**config.mk**
```make
export PLATFORM = sky130hd
export DESIGN_NAME = periph_irq_bank
export DESIGN_NICKNAME = d
export VERILOG_FILES = /design/src/logic/periph_irq_bank.v
export VERILOG_INCLUDE_DIRS = /design/src /design/src/logic
export SDC_FILE = /design/constraint.sdc
export NUM_CORES = 1
export LEC_CHECK = 0
export BUFFER_PORTS_ARGS = -buffer_cell sky130_fd_sc_hd__buf_4
export CAP_MARGIN = 0
export CORE_ASPECT_RATIO = 1.5
export CORE_MARGIN = 4
export CORE_UTILIZATION = 61
export DETAILED_ROUTE_END_ITERATION = 8
export PLACE_DENSITY = 0.85
export REMOVE_ABC_BUFFERS = 1
export SYNTH_ARGS = -nofsm -noshare
export SYNTH_HDL_FRONTEND = slang
export SYNTH_SLANG_ARGS = --single-unit
export TNS_END_PERCENT = 1
```
**constraint.sdc**
```tcl
create_clock -name core_clk -period 3.9 [get_ports core_clk]
set_clock_uncertainty 0.15 [all_clocks]
set_input_delay 0.195 -clock core_clk [delete_from_list [all_inputs] [get_ports core_clk]]
set_output_delay 0.195 -clock core_clk [all_outputs]
set_load 0.05 [all_outputs]
```
**src/logic/periph_irq_consts.vh**
```
// Purpose: Constants for the peripheral interrupt flag, enable and priority bank.
// Assumes: Register indices are local choices; one register per address.
// Notes: Included by the bank module only.
`ifndef PERIPH_IRQ_CONSTS_VH
`define PERIPH_IRQ_CONSTS_VH

`define ADDR_W 3
`define A_FLAGS_1 3'h0
`define A_FLAGS_2 3'h1
`define A_ENABLE_1 3'h2
`define A_ENABLE_2 3'h3
`define A_PRIO_1 3'h4
`define A_PRIO_2 3'h5
`define A_CONTROL 3'h6

`define FLAGS_1_RST 8'h00
`define FLAGS_2_RST 8'h00
`define ENABLE_RST 8'h00
`define PRIO_RST 8'hFF
`define CONTROL_RST 8'h00

`define MASK_2 8'hDF
`define MASK_1_SMALL 8'h7F
`define MASK_1_FULL 8'hFF
`define MASK_CONTROL 8'h03

`define BIT_PRIO_ON 0
`define BIT_GROUP_EN 1

`define REG_W 8
`define FLAG_W 16
`define SET_NONE 8'h00
`define RDATA_IDLE 8'h00

`define POS_CAPCOMP_ONE 2
`define POS_TIMER_TWO 1
`define POS_TIMER_ONE 0
`define POS_OSC_FAIL 7
`define POS_COMPARATOR 6
`define POS_NV_WRITE 4
`define POS_BUS_COLL 3
`define POS_VOLTAGE 2
`define POS_TIMER_THREE 1
`define POS_CAPCOMP_TWO 0

`endif

```
**src/logic/periph_irq_bank.v**
```verilog
// Purpose: Flag, enable and priority bank for peripheral interrupt sources.
// Assumes: Single clock, synchronous active-low reset, sources give one-cycle pulses.
// Notes: Flags 1 bits 7..3 are set by the flags_1_set input; bits 2..0 by named sources.
// Notes: Requests follow their flag by one edge and are registered levels.
// Notes: Global enable is a level from the core and is not stored here.
//
// Our own choices: the register offsets and strobed register access.
`timescale 1ns/100ps
`default_nettype none
`include "periph_irq_consts.vh"

module periph_irq_bank #(
    parameter SMALL_PACKAGE = 0
) (
    input wire core_clk,
    input wire rst_n,
    input wire [`ADDR_W-1:0] addr,
    input wire [7:0] wdata,
    input wire wr_stb,
    input wire rd_stb,
    output reg [7:0] rdata,
    input wire [4:0] flags_1_set,
    input wire capcomp_one_compare_match,
    input wire capcomp_one_compare_mode,
    input wire timer_two_period_match,
    input wire timer_one_overflow,
    input wire osc_fail_switched,
    input wire comparator_change,
    input wire nv_write_done,
    input wire bus_collision,
    input wire voltage_detect_event,
    input wire timer_three_overflow,
    input wire capcomp_two_capture,
    input wire capcomp_two_capture_mode,
    input wire global_enable,
    output reg irq_high,
    output reg irq_low
);

    // The small package has no parallel port, so bit seven of every first
    // register is masked and can never be set, enabled or read back.
    localparam [7:0] MASK_1 = SMALL_PACKAGE ? `MASK_1_SMALL : `MASK_1_FULL;
    localparam [15:0] MASK_ALL = {`MASK_2, MASK_1};

    // Stored state: the two flag registers, two enable registers, two
    // priority registers and the two-bit control register.
    reg [7:0] flags_1_reg;
    reg [7:0] flags_2_reg;
    reg [7:0] periph_int_enable_1_reg;
    reg [7:0] periph_int_enable_2_reg;
    reg [7:0] periph_int_priority_1_reg;
    reg [7:0] periph_int_priority_2_reg;
    reg [7:0] control_reg;

    // Event and next-state vectors for the flag logic.
    reg [7:0] set_1;
    reg [7:0] set_2;
    wire [7:0] flags_1_next;
    wire [7:0] flags_2_next;
    wire [15:0] set_all;
    wire [15:0] flags_all;
    wire [15:0] flags_all_next;
    wire [15:0] wdata_all;

    // Sources qualified by their mode inputs.
    wire capcomp_one_event;
    wire capcomp_two_event;

    // Register port decode and read path.
    wire hit_flags_1;
    wire hit_flags_2;
    wire hit_enable_1;
    wire hit_enable_2;
    wire hit_prio_1;
    wire hit_prio_2;
    wire hit_control;
    wire sel_flags_1;
    wire sel_flags_2;
    wire sel_enable_1;
    wire sel_enable_2;
    wire sel_prio_1;
    wire sel_prio_2;
    wire sel_control;
    wire [7:0] rdata_next;

    // Request routing.
    wire [15:0] active;
    wire [15:0] prio;
    wire [15:0] prio_used;
    wire [15:0] route_high;
    wire [15:0] route_low;
    wire priority_levels_on;
    wire peripheral_group_enable;
    wire any_high;
    wire any_low;

    // Writes decode on the strobe; index 7 matches nothing, so a write
    // there is dropped without touching any register.
    assign hit_flags_1 = wr_stb && (addr == `A_FLAGS_1);
    assign hit_flags_2 = wr_stb && (addr == `A_FLAGS_2);
    assign hit_enable_1 = wr_stb && (addr == `A_ENABLE_1);
    assign hit_enable_2 = wr_stb && (addr == `A_ENABLE_2);
    assign hit_prio_1 = wr_stb && (addr == `A_PRIO_1);
    assign hit_prio_2 = wr_stb && (addr == `A_PRIO_2);
    assign hit_control = wr_stb && (addr == `A_CONTROL);

    // Reads decode without the strobe; the strobe only gates the capture
    // into the read data register.
    assign sel_flags_1 = (addr == `A_FLAGS_1);
    assign sel_flags_2 = (addr == `A_FLAGS_2);
    assign sel_enable_1 = (addr == `A_ENABLE_1);
    assign sel_enable_2 = (addr == `A_ENABLE_2);
    assign sel_prio_1 = (addr == `A_PRIO_1);
    assign sel_prio_2 = (addr == `A_PRIO_2);
    assign sel_control = (addr == `A_CONTROL);

    // A unit in the wrong mode produces no flag at all, so a stray strobe
    // from a unit in pulse-width mode cannot raise a request.
    // compare match only in compare mode.
    assign capcomp_one_event = capcomp_one_compare_match & capcomp_one_compare_mode;
    assign capcomp_two_event = capcomp_two_capture & capcomp_two_capture_mode;

    // Source map, flags_1: 7 parallel port, 6 converter, 5 serial receive,
    // 4 serial transmit, 3 sync serial, 2 capcomp one, 1 timer two, 0 timer one.
    // Source map, flags_2: 7 oscillator fail, 6 comparator, 5 unused,
    // 4 write done, 3 bus collision, 2 voltage detect, 1 timer three, 0 capcomp two.
    always @* begin
        set_1 = {flags_1_set, 3'h0};
        // compare match only in compare mode.
        set_1[`POS_CAPCOMP_ONE] = capcomp_one_event;
        set_1[`POS_TIMER_TWO] = timer_two_period_match;
        set_1[`POS_TIMER_ONE] = timer_one_overflow;
        set_2 = `SET_NONE;
        set_2[`POS_OSC_FAIL] = osc_fail_switched;
        set_2[`POS_COMPARATOR] = comparator_change;
        set_2[`POS_NV_WRITE] = nv_write_done;
        set_2[`POS_BUS_COLL] = bus_collision;
        // detector event, direction chosen by the detector.
        set_2[`POS_VOLTAGE] = voltage_detect_event;
        set_2[`POS_TIMER_THREE] = timer_three_overflow;
        set_2[`POS_CAPCOMP_TWO] = capcomp_two_event;
    end

    // Both flag registers are handled as one vector, first register low.
    assign set_all = {set_2, set_1};
    assign flags_all = {flags_2_reg, flags_1_reg};
    // The same write data serves both halves; the decode picks the half.
    assign wdata_all = {wdata, wdata};

    // A flag bit has no private state beyond its register bit, so one
    // generate loop covers all sixteen positions of both registers.
    genvar g;
    generate
        for (g = 0; g < `FLAG_W; g = g + 1) begin : g_flag
            wire write_hit;
            wire kept;
            if (g < `REG_W) begin : g_low
                assign write_hit = hit_flags_1;
            end else begin : g_high
                assign write_hit = hit_flags_2;
            end
            // An event in the same cycle as a clearing write wins, so no
            // event is ever lost; software that must be sure a flag is
            // clear reads it back after the write.
            // software write clears, set wins.
            assign kept = write_hit ? wdata_all[g] : flags_all[g];
            assign flags_all_next[g] = (kept | set_all[g]) & MASK_ALL[g];
        end
    endgenerate

    // Split back into the two registers.
    assign flags_1_next = flags_all_next[7:0];
    assign flags_2_next = flags_all_next[15:8];

    // Unmapped indices select nothing and so read as zero. Reading a flag
    // register has no side effect; only a write can clear it.
    assign rdata_next = ({`REG_W{sel_flags_1}} & flags_1_reg)
        | ({`REG_W{sel_flags_2}} & flags_2_reg)
        | ({`REG_W{sel_enable_1}} & periph_int_enable_1_reg)
        | ({`REG_W{sel_enable_2}} & periph_int_enable_2_reg)
        | ({`REG_W{sel_prio_1}} & periph_int_priority_1_reg)
        | ({`REG_W{sel_prio_2}} & periph_int_priority_2_reg)
        | ({`REG_W{sel_control}} & control_reg);

    // Flag registers take the merged next value on every edge; the
    // merge already holds the clear, the set and the bit masks.
    always @(posedge core_clk) begin
        if (!rst_n) begin
            flags_1_reg <= `FLAGS_1_RST;
            flags_2_reg <= `FLAGS_2_RST;
        end else begin
            flags_1_reg <= flags_1_next;
            flags_2_reg <= flags_2_next;
        end
    end

    // enables reset to zero.
    // Bit seven is masked on the small package so it reads as zero.
    always @(posedge core_clk) begin
        if (!rst_n) begin
            periph_int_enable_1_reg <= `ENABLE_RST;
        end else if (hit_enable_1) begin
            periph_int_enable_1_reg <= wdata & MASK_1;
        end
    end

    // enables reset to zero.
    // Bit five is masked and reads as zero.
    always @(posedge core_clk) begin
        if (!rst_n) begin
            periph_int_enable_2_reg <= `ENABLE_RST;
        end else if (hit_enable_2) begin
            periph_int_enable_2_reg <= wdata & `MASK_2;
        end
    end

    // priorities reset high.
    // Every unmasked priority bit starts high; levels start off, so every source counts as low until control bit zero is set.
    always @(posedge core_clk) begin
        if (!rst_n) begin
            periph_int_priority_1_reg <= `PRIO_RST & MASK_1;
        end else if (hit_prio_1) begin
            periph_int_priority_1_reg <= wdata & MASK_1;
        end
    end

    // masked positions stay zero.
    // Bit five reads as zero even straight out of reset.
    always @(posedge core_clk) begin
        if (!rst_n) begin
            periph_int_priority_2_reg <= `PRIO_RST & `MASK_2;
        end else if (hit_prio_2) begin
            periph_int_priority_2_reg <= wdata & `MASK_2;
        end
    end

    // Only the two control bits are stored; the rest read as zero.
    // Bit zero turns on two levels, bit one is the group enable.
    always @(posedge core_clk) begin
        if (!rst_n) begin
            control_reg <= `CONTROL_RST;
        end else if (hit_control) begin
            control_reg <= wdata & `MASK_CONTROL;
        end
    end

    // Read data is held only in the cycle after the strobe, so a missed
    // read cannot leave a stale value on the bus.
    always @(posedge core_clk) begin
        if (!rst_n) begin
            rdata <= `RDATA_IDLE;
        end else if (rd_stb) begin
            rdata <= rdata_next;
        end else begin
            rdata <= `RDATA_IDLE;
        end
    end

    assign priority_levels_on = control_reg[`BIT_PRIO_ON];
    assign peripheral_group_enable = control_reg[`BIT_GROUP_EN];

    assign active = {flags_2_reg & periph_int_enable_2_reg,
                     flags_1_reg & periph_int_enable_1_reg};
    assign prio = {periph_int_priority_2_reg, periph_int_priority_1_reg};

    // Each source is routed on its own, so a high source never hides a low
    // one that is pending at the same time.
    generate
        for (g = 0; g < `FLAG_W; g = g + 1) begin : g_route
            // With levels off every source counts as low priority.
            // priority bits only with levels on.
            assign prio_used[g] = priority_levels_on & prio[g];
            assign route_high[g] = active[g] & prio_used[g];
            assign route_low[g] = active[g] & ~prio_used[g];
        end
    endgenerate

    // Reduce to one request per level.
    assign any_high = |route_high;
    assign any_low = |route_low;

    // Requests register one cycle after flags so outputs come from flip-flops.
    // A request therefore follows its flag by one edge and falls one edge
    // after the flag is cleared.
    always @(posedge core_clk) begin
        if (!rst_n) begin
            irq_high <= 1'b0;
            irq_low <= 1'b0;
        end else begin
            if (priority_levels_on) begin
                irq_high <= global_enable & any_high;
                irq_low <= global_enable & peripheral_group_enable & any_low;
            end else begin
                // Without levels no source can reach the high level.
                irq_high <= 1'b0;
                irq_low <= global_enable & peripheral_group_enable & any_low;
            end
        end
    end

endmodule // periph_irq_bank
`default_nettype wire

```
==> metrics.md <==
| Metric | Value |
|---|---|
| Hold path start | rst_n |
| Syn. warnings | 0 |
| Routed WL | 7550 um |
| Fraction of registers with async set/reset | 0% |
| Max-slew violations | 0 |
| DR pass1 iterations | 5 |
| Vias in the first global route | 2579 |
| Pin count of the biggest net entering global routing | 51 |
| Total CTS buffers | 9 |
| Worst-Skew Late Latency | 340 ps |
| Max_cap viols | 0 |
| First-pass GRT wire length | 12300 um |
| Chip height | 91.2 um |
| Die area | 0.00578 mm^2 |
| Main area contributors after synthesis | dfxtp_1 41%, nand2_1 9.2%, mux2_2 7.6% |
| Synth Flop Type | dfxtp_1 |
| Remaining global-route overflow | 0 |
| Synth Instances | 318 |
| Crit Path Max Fanout | 18 |
| CTS clk-pin slew, worst paths | 60 ps |
| P&R area growth vs syn | 24.7% |
| Worst Setup End Kind | flip-flop |
| Worst slew margin | 53.4% |
| Multi-input logic area | 0.00156 mm^2 |
| CTS tree | yes |
| Worst Path Required | 3970 ps |
| Register area | 0.00114 mm^2 |
| Crit path arrival time | 1890 ps |
| Number of flops mapped to enable cells by yosys | 0 |
| Initial Utilization | 62.4% |
| Critical-path top delay cell | dfxtp_1 |
| Setup CP Type | flip-flop to flip-flop |
| Final period util | 46.7% |
| Residual DRC count | 0 |
| Via density | 6.14 |
| DR vias | 2635 |
| Initial antenna violation count | 0 |
| Synth top cells by count | 69 x nand2_1, 57 x dfxtp_1, 34 x nand3_1 |
| Register bit total from synthesis | 57 |
| Placed cell count | 390 |
| Setup tns final | 0 ps |
| I/O Buffers | 42 |
| Fin nets | 412 |
| Cts repair resizes | 0 |
| Critical Path Start | control_reg[0] |
| Area fraction of the dominant cell type after synthesis | 40.6% |
| Most common cell in the netlist | nand2_1 |
| H-tree Lvls | 3 |
| Final setup viols | 0 |
| Fillers | 322 |
| Core area | 0.00450 mm^2 |
| GPL Wtd Cong | 0.951 |
| GR Util All Layers | 27.4% |
| Post-synthesis area per instance | 8.84 um^2 |
| Dpl hpwl | 4950 um |
| Reg2Reg Setup Slack | 2080 ps |
| Pwr Density | 369 mW/mm^2 |
| CTS Root Cell | clkbuf_8 |
| Post-route ant nets | 0 |
| Slew @ Worst Pin | 698 ps |
| Min Tclk post-route | 1820 ps |
| Yosys cell types | 42 |
| Initial DRC count | 234 |
| Share of cells above drive strength 1 | 21.0% |
| Peak supply drop | 297 uV |
| Final Hold Viols | 0 |
| DIE WIDTH | 63.4 um |
| Rows | 30 |
| Crit Reg-Reg Startpoint | control_reg[0] |
| # IOs | 43 |
| Max Root-Sink Buffers | 2 |
| Fmax | 549 MHz |
| Finished Layout Cells | 429 |
| Unrepaired setup endpoints after global routing | false |
| Status | finished clean |
| ANT cells | 0 |
| Post-synthesis sequential area ratio | 40.6% |
| Leak | 1.49 nW |
| Clock Sinks | 57 |
| Post-synth top area cell | dfxtp_1 |
| Power, Total | 0.00130 W |
| Hold Crit Class | input port to flip-flop |
| CP peak stage delay | 670 ps |
| Post-synthesis cell area | 0.00281 mm^2 |
| Crit-path cells | nand2_1 -> a32oi_1 -> o2111ai_1 -> o31a_1 |
| CP Launch Type | flip-flop |
| WL/cell | 17.6 um |
==> final timing paths <==
check,cells after the start,endpoint
setup / recovery,4,irq_low
hold / removal,2,periph_int_priority_1_reg[3]
setup reg to reg,4,irq_low
hold reg to reg,2,periph_int_enable_1_reg[3]
==> cell usage in the layout, fill, tap and decap left out, types with 3 or more instances in the layout <==
| master | instances |
|---|---|
| a32oi_1 | 3 |
| a21boi_0 | 10 |
| and2_1 | 4 |
| mux2_2 | 19 |
| nor2_1 | 6 |
| a22oi_1 | 8 |
| o21a_1 | 13 |
| and3_1 | 4 |
| nand4_1 | 4 |
| nand2_1 | 69 |
| clkbuf_8 | 12 |
| buf_4 | 42 |
| dlygate4sd3_1 | 26 |
| nor2b_1 | 14 |
| nand3_1 | 34 |
| a21oi_1 | 7 |
| mux2i_1 | 17 |
| dfxtp_1 | 57 |
==> per-stage QoR <==
step           instance area (um^2)  utilization, %  worst slack, ps  hold WS (ps)
5_1_grt                        3510            77.9             1980           110
2_1_floorplan                  2700               -             2390           117
3_5_place_dp                   3080            68.3             1970           257
3_3_place_gp                   3080            68.3             1970           252
6_report                       3510            77.9             2080           111
4_1_cts                        3510            77.9             2110          97.0
==> routing by layer <==
| layer | global-route usage [%] | up-vias | part of all wire (%) |
|---|---|---|---|
| met2 | 44.9 | 139 | 49 |
| met3 | 8.17 | 23 | 8.2 |
| li1 | - | 1255 | - |
| met5 | 0 | - | 0 |
| met4 | 12.8 | 0 | 3.2 |
| met1 | 32.5 | 1218 | 39 |
==> power breakdown <==
| group | leakage, nW | internal (W) | total [W] | switching, W |
|---|---|---|---|---|
| logic | 0.937 | 0.0000923 | 0.000179 | 0.0000868 |
| registers | 0.467 | 0.000607 | 0.000631 | 0.0000241 |
| clock network | 0.0875 | 0.000272 | 0.000485 | 0.000213 |
==> cell families after synthesis <==
group                  share of synthesized area [%]
AOI/OAI and AO/OA                               15.3
buffers and inverters                           4.05
DFF                                             40.6
muxes                                           14.5
and+or+nand+nor                                 25.7
==> worst max-delay path, delay by kind of cell (launching register included) <==
kind             cells  cell delay [ps]
AO/OA/AOI/OAI        3              760
flip-flops           1              670
AND/OR/NAND/NOR      1              110
==> cell type report <==
cell class | count | area share (%)
Multi-Input combinational cell | 242 | 44.4
Clock buffer | 13 | 4.82
Timing Repair Buffer | 68 | 16.4
Tap cell | 48 | 1.71
Sequential cell | 57 | 32.5
Inverter | 1 | 0.107
==> timing repair <==
action,4_1_cts,5_1_grt
endpoints found under the setup margin,0,0
buffers inserted,0,0
hold buffers,26,0
endpoints found under the hold margin,38,0
Power figures use the tool's default switching activity.
